$ cat config.mk
export PLATFORM = sky130hd
export DESIGN_NAME = dual_mode_gpio_port
export DESIGN_NICKNAME = d
export VERILOG_FILES = /design/src/gpio_port_pkg.sv /design/src/rf_unit_serializer.sv /design/src/dual_mode_gpio_port.sv
export SDC_FILE = /design/constraint.sdc
export NUM_CORES = 1
export LEC_CHECK = 0
export ABC_AREA = 1
export BUFFER_PORTS_ARGS = -buffer_cell sky130_fd_sc_hd__buf_2
export CAP_MARGIN = 20
export CORE_ASPECT_RATIO = 0.9
export CORE_UTILIZATION = 54
export CTS_BUF_LIST = sky130_fd_sc_hd__clkbuf_2
export CTS_CLUSTER_DIAMETER = 30
export CTS_CLUSTER_SIZE = 12
export DETAILED_ROUTE_END_ITERATION = 10
export PLACE_DENSITY = 0.79
export SLEW_MARGIN = 5
export SYNTH_ARGS = -nofsm -noshare
export SYNTH_HDL_FRONTEND = slang
export SYNTH_HIERARCHICAL = 1
export SYNTH_SLANG_ARGS = --single-unit
export TNS_END_PERCENT = 5
$ cat constraint.sdc
create_clock -name sys_clk_i -period 8.76 [get_ports sys_clk_i]
set_input_delay 0.438 -clock sys_clk_i [delete_from_list [all_inputs] [get_ports sys_clk_i]]
set_output_delay 0.438 -clock sys_clk_i [all_outputs]
set_load 0.005 [all_outputs]
$ cat src/gpio_port_pkg.sv
// How it works
// - Mode bit 16 clear selects per-bit driver
// - Mode bit 16 set selects front/back-end driver
// - Output, direction and readback registers, 32 bits
// - Direction bit 1 drives pin, 0 input
// - Phase settings go to their own unit
// - Phase is 12-bit offset-binary code
// - Attenuation is 6-bit code, 0.5 dB steps
package gpio_port_pkg;

   // ==========================================================
   // Register indices, as seen on the register port
   localparam logic [23:0] MAIN_CONTROL_ADDR           = 24'h000100;
   localparam logic [23:0] PORT_OUTPUT_VALUE_ADDR      = 24'h000138;
   localparam logic [23:0] PORT_DIRECTION_MASK_ADDR    = 24'h000139;
   localparam logic [23:0] PORT_PIN_READBACK_ADDR      = 24'h00013a;
   localparam logic [23:0] SERIAL_STATUS_ADDR          = 24'h00013b;
   localparam logic [23:0] FRONT_UNIT_PHASE_ADDR       = 24'h00013c;
   localparam logic [23:0] BACK_UNIT_PHASE_ADDR        = 24'h00013d;
   localparam logic [23:0] FRONT_UNIT_ATTENUATION_ADDR = 24'h00013e;
   localparam logic [23:0] BACK_UNIT_ATTENUATION_ADDR  = 24'h00013f;

   // ==========================================================
   // Field positions and widths
   localparam int MODE_BIT     = 16;
   localparam int PHASE_W      = 12;
   localparam int ATTEN_W      = 6;
   localparam int FRAME_W      = 16;
   localparam int NUM_SETTINGS = 4;
   localparam int STATUS_BUSY_BIT = 4;

   // Serial pin positions on the port in front/back-end mode
   localparam int PIN_SCLK        = 0;
   localparam int PIN_SDATA       = 1;
   localparam int PIN_LATCH_FRONT = 2;
   localparam int PIN_LATCH_BACK  = 3;
   localparam int SERIAL_PINS     = 4;

   // Setting index inside the pending vector
   localparam logic [1:0] SET_FRONT_PHASE = 2'h0;
   localparam logic [1:0] SET_BACK_PHASE  = 2'h1;
   localparam logic [1:0] SET_FRONT_ATTEN = 2'h2;
   localparam logic [1:0] SET_BACK_ATTEN  = 2'h3;

   // ==========================================================
   // Values after reset
   localparam logic [31:0]        MAIN_CONTROL_RESET = 32'h00000000;
   localparam logic [31:0]        PORT_OUTPUT_RESET  = 32'h00000000;
   localparam logic [31:0]        PORT_DIR_RESET     = 32'h00000000;
   localparam logic [PHASE_W-1:0] PHASE_RESET        = 12'h800;
   localparam logic [ATTEN_W-1:0] ATTEN_RESET        = 6'h00;

   // ==========================================================
   // Serial timing: one half bit of the serial clock
   localparam int CLK_HZ          = 10_000_000;
   localparam int HALF_BIT_NS     = 500;
   localparam int HALF_BIT_CYCLES = (HALF_BIT_NS * (CLK_HZ / 1_000_000) + 999) / 1000;

   // ==========================================================
   // Carriers
   typedef struct packed {
      logic                unit_back;
      logic                kind_atten;
      logic [PHASE_W-1:0]  value;
   } setting_req_t;

   typedef struct packed {
      logic latch_back;
      logic latch_front;
      logic sdata;
      logic sclk;
   } serial_pins_t;

endpackage : gpio_port_pkg

$ cat src/rf_unit_serializer.sv
`timescale 1ns/1ps
module rf_unit_serializer
   import gpio_port_pkg::*;
(
   input  wire logic                       sys_clk_i,
   input  wire logic                       rst_i,
   input  wire logic                       tick_i,
   input  wire logic                       start_i,
   input  wire gpio_port_pkg::setting_req_t req_i,
   output logic                            busy_o,
   output gpio_port_pkg::serial_pins_t     pins_o
);

   typedef enum logic [3:0] {
      IDLE  = 4'b0001,
      SETUP = 4'b0010,
      HIGH  = 4'b0100,
      LATCH = 4'b1000
   } ser_state_t;

   ser_state_t         state_r;
   logic [FRAME_W-1:0] shift_r;
   logic [3:0]         bit_cnt_r;
   logic               unit_back_r;

   // ==========================================================
   // Frame sequencer
   always_ff @(posedge sys_clk_i or posedge rst_i)
   begin
      if (rst_i)
      begin
         state_r     <= IDLE;
         shift_r     <= '0;
         bit_cnt_r   <= 4'h0;
         unit_back_r <= 1'b0;
      end
      else
      begin
         case (state_r)
            IDLE:
            begin
               if (start_i)
               begin
                  shift_r     <= {req_i.kind_atten, 3'h0, req_i.value};
                  bit_cnt_r   <= 4'hf;
                  unit_back_r <= req_i.unit_back;
                  state_r     <= SETUP;
               end
            end
            SETUP:
            begin
               if (tick_i)
                  state_r <= HIGH;
            end
            HIGH:
            begin
               if (tick_i)
               begin
                  if (bit_cnt_r == 4'h0)
                     state_r <= LATCH;
                  else
                  begin
                     shift_r   <= {shift_r[FRAME_W-2:0], 1'b0};
                     bit_cnt_r <= bit_cnt_r - 4'h1;
                     state_r   <= SETUP;
                  end
               end
            end
            LATCH:
            begin
               if (tick_i)
                  state_r <= IDLE;
            end
            default:
               state_r <= IDLE;
         endcase
      end
   end

   // ==========================================================
   // Registered pin levels
   always_ff @(posedge sys_clk_i or posedge rst_i)
   begin
      if (rst_i)
      begin
         pins_o <= '0;
         busy_o <= 1'b0;
      end
      else
      begin
         busy_o             <= (state_r != IDLE) || start_i;
         pins_o.sclk        <= (state_r == HIGH);
         pins_o.sdata       <= (state_r == SETUP || state_r == HIGH) && shift_r[FRAME_W-1];
         pins_o.latch_front <= (state_r == LATCH) && !unit_back_r;
         pins_o.latch_back  <= (state_r == LATCH) && unit_back_r;
      end
   end

endmodule : rf_unit_serializer

$ cat src/dual_mode_gpio_port.sv
// Local design decision: strobed register access.
`timescale 1ns/1ps
module dual_mode_gpio_port
   import gpio_port_pkg::*;
#(
   parameter int PORT_W = 32,
   parameter int ADDR_W = 24,
   parameter int HALF_BIT_CNT = HALF_BIT_CYCLES
)
(
   input  wire logic              sys_clk_i,
   input  wire logic              rst_i,
   input  wire logic [ADDR_W-1:0] addr_i,
   input  wire logic [31:0]       wr_data_i,
   input  wire logic              wr_i,
   input  wire logic              rd_i,
   output logic [31:0]            rd_data_o,
   input  wire logic [PORT_W-1:0] pin_i,
   output logic [PORT_W-1:0]      pin_o,
   output logic [PORT_W-1:0]      pin_oe_o
);

   import gpio_port_pkg::*;

   // ==========================================================
   // Address match helper
   function automatic logic hit(input logic [ADDR_W-1:0] a,
                                input logic [23:0]       reg_addr);
      hit = (a == reg_addr[ADDR_W-1:0]);
   endfunction : hit

   logic [31:0]              main_control_r;
   logic [PORT_W-1:0]        port_output_value_r;
   logic [PORT_W-1:0]        port_direction_mask_r;
   logic [PORT_W-1:0]        port_pin_readback_r;
   logic [PHASE_W-1:0]       front_unit_phase_r;
   logic [PHASE_W-1:0]       back_unit_phase_r;
   logic [ATTEN_W-1:0]       front_unit_attenuation_r;
   logic [ATTEN_W-1:0]       back_unit_attenuation_r;
   logic [NUM_SETTINGS-1:0]  pending_r;
   logic [NUM_SETTINGS-1:0]  pending_set;
   logic [NUM_SETTINGS-1:0]  pending_clr;
   logic [NUM_SETTINGS-1:0]  pending_nxt;
   logic [31:0]              rd_data_nxt;
   logic [15:0]              div_cnt_r;
   logic                     tick_r;
   logic                     custom_mode;
   logic                     ser_busy;
   logic                     ser_start;
   logic [1:0]               sel_idx;
   setting_req_t             ser_req;
   serial_pins_t             ser_pins;

   assign custom_mode = main_control_r[MODE_BIT];

   // ==========================================================
   // Control and per-bit registers
   always_ff @(posedge sys_clk_i or posedge rst_i)
   begin
      if (rst_i)
      begin
         main_control_r        <= MAIN_CONTROL_RESET;
         port_output_value_r   <= PORT_OUTPUT_RESET[PORT_W-1:0];
         port_direction_mask_r <= PORT_DIR_RESET[PORT_W-1:0];
      end
      else if (wr_i)
      begin
         if (hit(addr_i, MAIN_CONTROL_ADDR))
            main_control_r <= wr_data_i;
         else if (hit(addr_i, PORT_OUTPUT_VALUE_ADDR))
            port_output_value_r <= wr_data_i[PORT_W-1:0];
         else if (hit(addr_i, PORT_DIRECTION_MASK_ADDR))
            port_direction_mask_r <= wr_data_i[PORT_W-1:0];
      end
   end

   // ==========================================================
   // Pin readback, sampled every cycle
   always_ff @(posedge sys_clk_i or posedge rst_i)
   begin
      if (rst_i)
         port_pin_readback_r <= '0;
      else
         port_pin_readback_r <= pin_i;
   end

   // ==========================================================
   // Front/back-end settings
   always_ff @(posedge sys_clk_i or posedge rst_i)
   begin
      if (rst_i)
      begin
         front_unit_phase_r       <= PHASE_RESET;
         back_unit_phase_r        <= PHASE_RESET;
         front_unit_attenuation_r <= ATTEN_RESET;
         back_unit_attenuation_r  <= ATTEN_RESET;
      end
      else if (wr_i)
      begin
         if (hit(addr_i, FRONT_UNIT_PHASE_ADDR))
            front_unit_phase_r <= wr_data_i[PHASE_W-1:0];
         else if (hit(addr_i, BACK_UNIT_PHASE_ADDR))
            back_unit_phase_r <= wr_data_i[PHASE_W-1:0];
         else if (hit(addr_i, FRONT_UNIT_ATTENUATION_ADDR))
            front_unit_attenuation_r <= wr_data_i[ATTEN_W-1:0];
         else if (hit(addr_i, BACK_UNIT_ATTENUATION_ADDR))
            back_unit_attenuation_r <= wr_data_i[ATTEN_W-1:0];
      end
   end

   // ==========================================================
   // Pending updates: a new write wins over a clear
   always_comb
   begin
      pending_set = '0;
      if (wr_i)
      begin
         if (hit(addr_i, FRONT_UNIT_PHASE_ADDR))
            pending_set[SET_FRONT_PHASE] = 1'b1;
         else if (hit(addr_i, BACK_UNIT_PHASE_ADDR))
            pending_set[SET_BACK_PHASE] = 1'b1;
         else if (hit(addr_i, FRONT_UNIT_ATTENUATION_ADDR))
            pending_set[SET_FRONT_ATTEN] = 1'b1;
         else if (hit(addr_i, BACK_UNIT_ATTENUATION_ADDR))
            pending_set[SET_BACK_ATTEN] = 1'b1;
      end
      pending_clr = '0;
      if (ser_start)
         pending_clr[sel_idx] = 1'b1;
      pending_nxt = (pending_r & ~pending_clr) | pending_set;
   end

   always_ff @(posedge sys_clk_i or posedge rst_i)
   begin
      if (rst_i)
         pending_r <= '0;
      else
         pending_r <= pending_nxt;
   end

   // ==========================================================
   // Pick the lowest pending setting and start a frame
   always_comb
   begin
      sel_idx = SET_FRONT_PHASE;
      if (pending_r[SET_FRONT_PHASE])
         sel_idx = SET_FRONT_PHASE;
      else if (pending_r[SET_BACK_PHASE])
         sel_idx = SET_BACK_PHASE;
      else if (pending_r[SET_FRONT_ATTEN])
         sel_idx = SET_FRONT_ATTEN;
      else if (pending_r[SET_BACK_ATTEN])
         sel_idx = SET_BACK_ATTEN;
   end

   always_comb
   begin
      ser_req = '0;
      case (sel_idx)
         SET_FRONT_PHASE:
         begin
            ser_req.value = front_unit_phase_r;
         end
         SET_BACK_PHASE:
         begin
            ser_req.unit_back = 1'b1;
            ser_req.value     = back_unit_phase_r;
         end
         SET_FRONT_ATTEN:
         begin
            ser_req.kind_atten = 1'b1;
            ser_req.value      = {{(PHASE_W-ATTEN_W){1'b0}}, front_unit_attenuation_r};
         end
         default:
         begin
            ser_req.unit_back  = 1'b1;
            ser_req.kind_atten = 1'b1;
            ser_req.value      = {{(PHASE_W-ATTEN_W){1'b0}}, back_unit_attenuation_r};
         end
      endcase
   end

   assign ser_start = custom_mode && !ser_busy && (|pending_r);

   // ==========================================================
   // Half-bit enable divider
   always_ff @(posedge sys_clk_i or posedge rst_i)
   begin
      if (rst_i)
      begin
         div_cnt_r <= 16'h0000;
         tick_r    <= 1'b0;
      end
      else if (div_cnt_r == 16'(HALF_BIT_CNT - 1))
      begin
         div_cnt_r <= 16'h0000;
         tick_r    <= 1'b1;
      end
      else
      begin
         div_cnt_r <= div_cnt_r + 16'h0001;
         tick_r    <= 1'b0;
      end
   end

   rf_unit_serializer u_serializer (
      .sys_clk_i (sys_clk_i),
      .rst_i     (rst_i),
      .tick_i    (tick_r),
      .start_i   (ser_start),
      .req_i     (ser_req),
      .busy_o    (ser_busy),
      .pins_o    (ser_pins)
   );

   // ==========================================================
   // Pin drivers, one per port bit
   genvar gi;
   generate
      for (gi = 0; gi < PORT_W; gi = gi + 1)
      begin : g_pin
         if (gi < SERIAL_PINS)
         begin : g_serial
            always_ff @(posedge sys_clk_i or posedge rst_i)
            begin
               if (rst_i)
               begin
                  pin_o[gi]    <= 1'b0;
                  pin_oe_o[gi] <= 1'b0;
               end
               else if (custom_mode)
               begin
                  pin_o[gi]    <= ser_pins[gi];
                  pin_oe_o[gi] <= 1'b1;
               end
               else
               begin
                  pin_o[gi]    <= port_output_value_r[gi];
                  pin_oe_o[gi] <= port_direction_mask_r[gi];
               end
            end
         end
         else
         begin : g_plain
            always_ff @(posedge sys_clk_i or posedge rst_i)
            begin
               if (rst_i)
               begin
                  pin_o[gi]    <= 1'b0;
                  pin_oe_o[gi] <= 1'b0;
               end
               else if (custom_mode)
               begin
                  pin_o[gi]    <= 1'b0;
                  pin_oe_o[gi] <= 1'b0;
               end
               else
               begin
                  pin_o[gi]    <= port_output_value_r[gi];
                  pin_oe_o[gi] <= port_direction_mask_r[gi];
               end
            end
         end
      end
   endgenerate

   // ==========================================================
   // Read port, data one cycle after the strobe
   always_comb
   begin
      rd_data_nxt = 32'h00000000;
      if (hit(addr_i, MAIN_CONTROL_ADDR))
         rd_data_nxt = main_control_r;
      else if (hit(addr_i, PORT_OUTPUT_VALUE_ADDR))
         rd_data_nxt[PORT_W-1:0] = port_output_value_r;
      else if (hit(addr_i, PORT_DIRECTION_MASK_ADDR))
         rd_data_nxt[PORT_W-1:0] = port_direction_mask_r;
      else if (hit(addr_i, PORT_PIN_READBACK_ADDR))
         rd_data_nxt[PORT_W-1:0] = port_pin_readback_r;
      else if (hit(addr_i, SERIAL_STATUS_ADDR))
      begin
         rd_data_nxt[NUM_SETTINGS-1:0] = pending_r;
         rd_data_nxt[STATUS_BUSY_BIT]  = ser_busy;
      end
      else if (hit(addr_i, FRONT_UNIT_PHASE_ADDR))
         rd_data_nxt[PHASE_W-1:0] = front_unit_phase_r;
      else if (hit(addr_i, BACK_UNIT_PHASE_ADDR))
         rd_data_nxt[PHASE_W-1:0] = back_unit_phase_r;
      else if (hit(addr_i, FRONT_UNIT_ATTENUATION_ADDR))
         rd_data_nxt[ATTEN_W-1:0] = front_unit_attenuation_r;
      else if (hit(addr_i, BACK_UNIT_ATTENUATION_ADDR))
         rd_data_nxt[ATTEN_W-1:0] = back_unit_attenuation_r;
   end

   always_ff @(posedge sys_clk_i or posedge rst_i)
   begin
      if (rst_i)
         rd_data_o <= 32'h00000000;
      else if (rd_i)
         rd_data_o <= rd_data_nxt;
      else
         rd_data_o <= 32'h00000000;
   end

endmodule : dual_mode_gpio_port

### After elaboration in Yosys (flattened, before gate mapping)

Cells that the tools add are included.

| operators by class | value |
|---|---|
| add/sub/neg operators | 2 |
| $lt $le $gt $ge | 2 |
| equality and inequality tests | 22 |
| mux-type cells | 111 |
| bitwise operators | 8 |
| reductions and logical operators | 26 |

Operators by type and width:

| cell | number |
|---|---|
| $eq 24x9->1 const B | 9 |
| $mux 32 | 4 |
| $mux 1 | 73 |
| $mux 16 | 4 |
| $mux 4 | 10 |
| $pmux 12 s3 | 1 |
| $pmux 16 s2 | 1 |
| $mux 12 | 2 |
| $mux 6 | 4 |
| $mux 20 | 1 |
| $add 16x1->16 const B | 1 |
| $eq 16x3->1 const B | 1 |
| $pmux 4 s4 | 1 |
| $reduce_and 4->1 | 4 |
| $mux 2 | 5 |
| $ne 2x2->1 const B | 4 |
| $pmux 4 s2 | 1 |
| $mux 7 | 1 |
| $logic_and 1x1->1 | 6 |
| $reduce_and 2->1 | 3 |
| $reduce_and 3->1 | 2 |
| $mux 5 | 1 |
| $not 1->1 | 5 |
| $reduce_and 5->1 | 1 |
| 23 further kinds | 26 |

| storage, ports and cells | value |
|---|---|
| register bits after elaboration | 311 |
| input bits | 92 |
| output and inout port bits | 96 |

### Logic depth before layout (Yosys ltp)

| logic depth | value |
|---|---|
| depth in word-level cells | 12 |
| gate-level depth with buffers | 15 |
| gate-level depth less buffers | 14 |

### Modules after synthesis

The synthesis kept the hierarchy.

Modules (own cells, without submodules):

| module | times used | cells each | area each (um^2) | sequential area each (um^2) |
|---|---|---|---|---|
| dual_mode_gpio_port | 1 | 1249 | 11664.9 | 7034.2 |
| rf_unit_serializer | 1 | 210 | 1591.5 | 752.0 |

### Worst setup path before layout

OpenSTA, ideal clock, no wires.

| path | value |
|---|---|
| kind | input-to-reg |
| start | input addr_i[10] |
| end | register rd_data_o[3] |
| arrival time | 1.561 ns |
| required time | 8.634 ns |
| slack | 7.073 ns |
| stages on the path | 13 |
| buffers on the path | 1 |
| cells stage by stage | inv_1 -> nand2_1 -> nor2_4 -> nand2_4 -> nor2_8 -> nand2_4 -> buf_6 -> o21ai_0 -> inv_1 -> nand2_1 -> nand2_1 -> nand2_1 -> a21oi_2 |

| on the way | value |
|---|---|
| word-level cells in the longest chain between the ends | 11 |
| elaborated cells between the ends (all ways) | 19 |
| classes of those cells | eq/ne (9); mux (10) |

RTL lines:

| item | line | text |
|---|---|---|
| start: declaration | dual_mode_gpio_port.sv:13 | `input wire logic [ADDR_W-1:0] addr_i,` |
| $eq 24x9->1 | dual_mode_gpio_port.sv:29 | `hit = (a == reg_addr[ADDR_W-1:0]);` |
| $mux 6 | dual_mode_gpio_port.sv:291 | `else if (hit(addr_i, BACK_UNIT_ATTENUATION_ADDR))` |
| $mux 6 | dual_mode_gpio_port.sv:289 | `else if (hit(addr_i, FRONT_UNIT_ATTENUATION_ADDR))` |
| $mux 6 | dual_mode_gpio_port.sv:287 | `else if (hit(addr_i, BACK_UNIT_PHASE_ADDR))` |
| $mux 12 | dual_mode_gpio_port.sv:285 | `else if (hit(addr_i, FRONT_UNIT_PHASE_ADDR))` |
| $mux 5 | dual_mode_gpio_port.sv:280 | `else if (hit(addr_i, SERIAL_STATUS_ADDR))` |
| $mux 12 | dual_mode_gpio_port.sv:278 | `else if (hit(addr_i, PORT_PIN_READBACK_ADDR))` |
| $mux 32 | dual_mode_gpio_port.sv:276 | `else if (hit(addr_i, PORT_DIRECTION_MASK_ADDR))` |
| $mux 32 | dual_mode_gpio_port.sv:274 | `else if (hit(addr_i, PORT_OUTPUT_VALUE_ADDR))` |
| $mux 32 (*) | dual_mode_gpio_port.sv:272 | `if (hit(addr_i, MAIN_CONTROL_ADDR))` |
| $mux 32 (*) | dual_mode_gpio_port.sv:299 | `else if (rd_i)` |
| end signal: assignment | dual_mode_gpio_port.sv:300 | `rd_data_o <= rd_data_nxt;` |
| end: declaration | dual_mode_gpio_port.sv:17 | `output logic [31:0] rd_data_o,` |

Mark *: on every way between the ends. The rest lies on a longest branch, timed or not.
A chain may end at the register's enable or synchronous reset.

### Worst setup path after layout

| path | value |
|---|---|
| start | register main_control_r[16] |
| end | register u_serializer.shift_r[1] |

| on the way | value |
|---|---|
| word-level cells in the longest chain between the ends | 4 |

RTL lines:

| item | line | text |
|---|---|---|
| start: declaration | dual_mode_gpio_port.sv:32 | `logic [31:0] main_control_r;` |
| start signal: assignment | dual_mode_gpio_port.sv:69 | `main_control_r <= wr_data_i;` |
| $logic_and 1x1->1 (2 in a row) | dual_mode_gpio_port.sv:183 | `assign ser_start = custom_mode && !ser_busy && (\|pending_r);` |
| via ser_start | dual_mode_gpio_port.sv:49 | `logic ser_start;` |
| $ne 2x1->1 (no line) | - |  |
| $reduce_and 4->1 (no line) | - |  |
| end signal: assignment | rf_unit_serializer.sv:44 | `shift_r <= {req_i.kind_atten, 3'h0, req_i.value};` |
| end signal: assignment | rf_unit_serializer.sv:63 | `shift_r <= {shift_r[FRAME_W-2:0], 1'b0};` |
| end: declaration | rf_unit_serializer.sv:22 | `logic [FRAME_W-1:0] shift_r;` |

The timed path passes the listed nets, and every way through them passes these cells.

==> key figures <==
Power and ir drop
  • Leakage: 8.227 nW
  • Power Density: 165.2 nW/um^2
  • IR Drop Worst-Case VDD: 0.1114 mV
  • Power Total: 2.589 mW

Worst setup path
  • Setup slack, reg-to-reg: about 6.0 ns
  • CP endpoint kind: flip-flop
  • Critical path required time: roughly 9.5 ns
  • Setup Crit Path Kind: flip-flop to flip-flop
  • FF-to-FF path depth: 10
  • Worst path slowest cell: buf_4
  • CP Data Arrival Time: 3.44 ns
  • Top cell by count, worst path: nand2_1
  • Max FO, Critical Path: 64
  • Startpoint Class: flip-flop
  • Worst r2r src: main_control_r[16]
  • Worst Setup SP: main_control_r[16]
  • Largest stage delay on the critical path: 0.59 ns
  • R2R Path End: u_serializer/shift_r[1]
  • Critical path, cell by cell: buf_4, nand2_1, a21oi_1, inv_1, nand3_1, nand2_1, inv_2, nand2_4, nand2_1, nand2_1

Timing
  • Sum Neg Setup Slack: 0 ns
  • Final Hold Fails: 0
  • Final Max Tran Viols: 0
  • F_max: 365.4 MHz
  • Slew margin rel.: 45.31%
  • Unrepaired setup endpoints after global routing: false
  • Fin crit period: 2.737 ns
  • Worst hold slack: 0.1436 ns
  • Final Skew: 0.1438 ns
  • Setup ws final: about 6 ns
  • Slew at the pin with the worst max-slew slack: 0.8204 ns
  • Fin crit share: 31.24%
  • Final setup violation count: 0

Layout
  • Post-layout util: 64.79%
  • Synthesis-to-finish area growth: 18.22%
  • Post-route cell area: around 16000 sq um
  • Register Area: approximately 7800 sq um
  • Area of the multi-input gates: around 4400 sq um
  • Fill cell count: 1947
  • Final non-filler cell total: around 2100
  • Final Net Count: 1803
  • Layout cells sized above 1: about a fifth

Logic synthesis
  • Mapped Area: ~13000 sq um
  • #FFs+latches synth: 311
  • Syn Area/Cell: between 9 and 10 sq um
  • Post-synthesis cell count: around 1500
  • EDFF count, synth: 0
  • Top-area cell type share of the netlist area: 58.14%
  • Seq/Total Area, Yosys: 58.74%
  • Synth area leaders: dfrtp_1 58%, nand2_1 9.5%, inv_1 5.0%
  • Synthesized Nets: roughly 1600
  • Yosys warns: 6
  • Yosys top cell by area: dfrtp_1
  • Asr flop ratio synth: 100.0%
  • Top_reg_cell synth: dfrtp_1
  • Post-synth cell types: 41

Clock network
  • Cts repair resizes: 0
  • Clock transition at path regs: 0.19 ns
  • CTS sink cnt: 311
  • Worst-Skew Late Latency: 0.94 ns
  • CTS tree: built
  • H-tree Lvls: 2
  • Root Buffer: clkbuf_2
  • Max Buffers Root-to-Sink: 3
  • Num CTS Buffers: 50

Place
  • HPWL Detailed: 21.13 mm
  • Pre-CTS setup slack: 5.978 ns
  • Port-buffer cells: 187
  • Placed cells: 1895
  • DP Area: about 14000 sq um
  • Gpl congestion: 0.8965

Route
  • Via density: 5.392
  • DRC viols: 0
  • Routed len/inst: ~17 um
  • ANT nets after route: 0
  • Drt pass-1 iters: 5
  • Vias: 11100
  • Initial drt markers: 1118
  • Final WL: about 34 mm

Global route
  • Via count of the first global-routing pass: between 10000 and 15000
  • Initial antenna violation count: 1
  • Largest net degree at the start of global routing: 116
  • Total GRT Usage: between 20 and 30%
  • Global-route wire length before repair: 54.37 mm
  • Remaining Overflow, GRT: 0

Worst hold path
  • Endpoint, Worst Hold: port_pin_readback_r[21]
  • Min-Delay Path Depth: 2
  • Worst hold start: pin_i[21]
  • Hold crit path type: input pin to flip-flop

Die
  • Starting density of the core: 54.81%
  • IO Pins: 188
  • Die Y: 150.6 um
  • Core area: 24190 sq um
  • Die footprint: between 20000 and 30000 sq um
  • Die X: 167.2 um
  • Core Rows: 54

Job
  • Max Cap Violations: 0

Run status
  • Status: complete, no violations
## sequential cells by signal, summed over array words and instances (netlist names), 16 cells and up
name / flops
rd_data_o: 32
port_pin_readback_r: 32
port_direction_mask_r: 32
u_serializer/shift_r: 16
pin_oe_o: 32
main_control_r: 32
div_cnt_r: 16
port_output_value_r: 32
pin_o: 32
## worst max-delay path, delay by kind of cell, from the launching register on
| kind | cells | cell delay (ns) |
|---|---|---|
| buffers and inverters | 3 | 0.98 |
| and+or+nand+nor | 6 | 0.89 |
| DFF | 1 | 0.37 |
| AOI/OAI and AO/OA | 1 | 0.30 |
## placed cells by master, fill, tap and decap left out, types with 56 or more instances in the layout
cell type | Yosys | layout
a21oi_1 | 61 | 61
inv_1 | 175 | 174
o21ai_1 | 57 | 57
dlygate4sd3_1 | 0 | 66
nor2_1 | 107 | 107
nand2_1 | 334 | 334
clkbuf_2 | 1 | 56
o21ai_0 | 129 | 129
buf_2 | 14 | 187
dfrtp_1 | 308 | 307
nand3_1 | 65 | 65
## layout make-up
cell class              count  area share [%]
flip-flops and latches    311           49.69
multi-input cells         894           27.88
repair buffers            260           10.78
inverters                 190           4.631
clock inverters            38           2.754
well taps                 308           2.459
clock buffers              56           1.788
diodes                      1         0.01597
## power breakdown
group / total, mW / internal, mW / leakage, nW / switching, mW
clock: 1.03 / 0.446 / 0.423 / 0.586
combinational: 0.109 / 0.0428 / 3.57 / 0.0661
sequential: 1.45 / 1.44 / 4.24 / 0.00323
total: 2.59 / 1.93 / 8.23 / 0.655
## cell families after synthesis
family          share of synthesized area (%)
simple gates                            19.47
flops                                   58.74
compound gates                          12.65
buf+inv                                 8.306
xor+xnor                               0.4625
fa+ha+maj                              0.3776
## per-layer routing
metal / routed length [um] / share of wire [%] / vias up / global-route usage (%)
met5: 0 / 0 / - / 0
met4: 1096 / 3.2 / 0 / 11.10
met3: 2687 / 7.9 / 95 / 4.968
met2: 15640 / 46 / 545 / 43.33
met1: 14590 / 43 / 5280 / 37.88
li1: - / - / 5176 / -
## cell usage after synthesis, types with 6 or more instances
| cell | instances |
|---|---|
| dfrtp_1 | 308 |
| nor2_4 | 10 |
| o21ai_1 | 57 |
| nand2_1 | 334 |
| xor2_1 | 6 |
| o22ai_1 | 28 |
| nor3_1 | 10 |
| nand3_2 | 8 |
| o21ai_2 | 8 |
| clkbuf_1 | 29 |
| inv_2 | 14 |
| nand2_2 | 11 |
| buf_2 | 14 |
| inv_1 | 175 |
| o21ai_0 | 129 |
| buf_4 | 7 |
| nand3_1 | 65 |
| a21oi_1 | 61 |
| o2111ai_1 | 6 |
| nor2_2 | 13 |
| nand2_4 | 6 |
| nor2_1 | 107 |
| buf_6 | 13 |
| a31oi_1 | 6 |
## worst max-delay path by stage
stage	end	cells past startpoint
final	u_serializer/shift_r[1]	10
after floorplan	back_unit_attenuation_r[0]	1
after detailed placement	port_output_value_r[16]	10
after global placement	port_output_value_r[31]	11
after global routing	u_serializer/shift_r[0]	10
after CTS	u_serializer/shift_r[1]	10
## what timing repair did
item	CTS	global route
setup buffers	0	0
endpoints found under the hold margin	297	0
hold buffers	66	0
No activity file was read; power rests on OpenSTA's default activity.
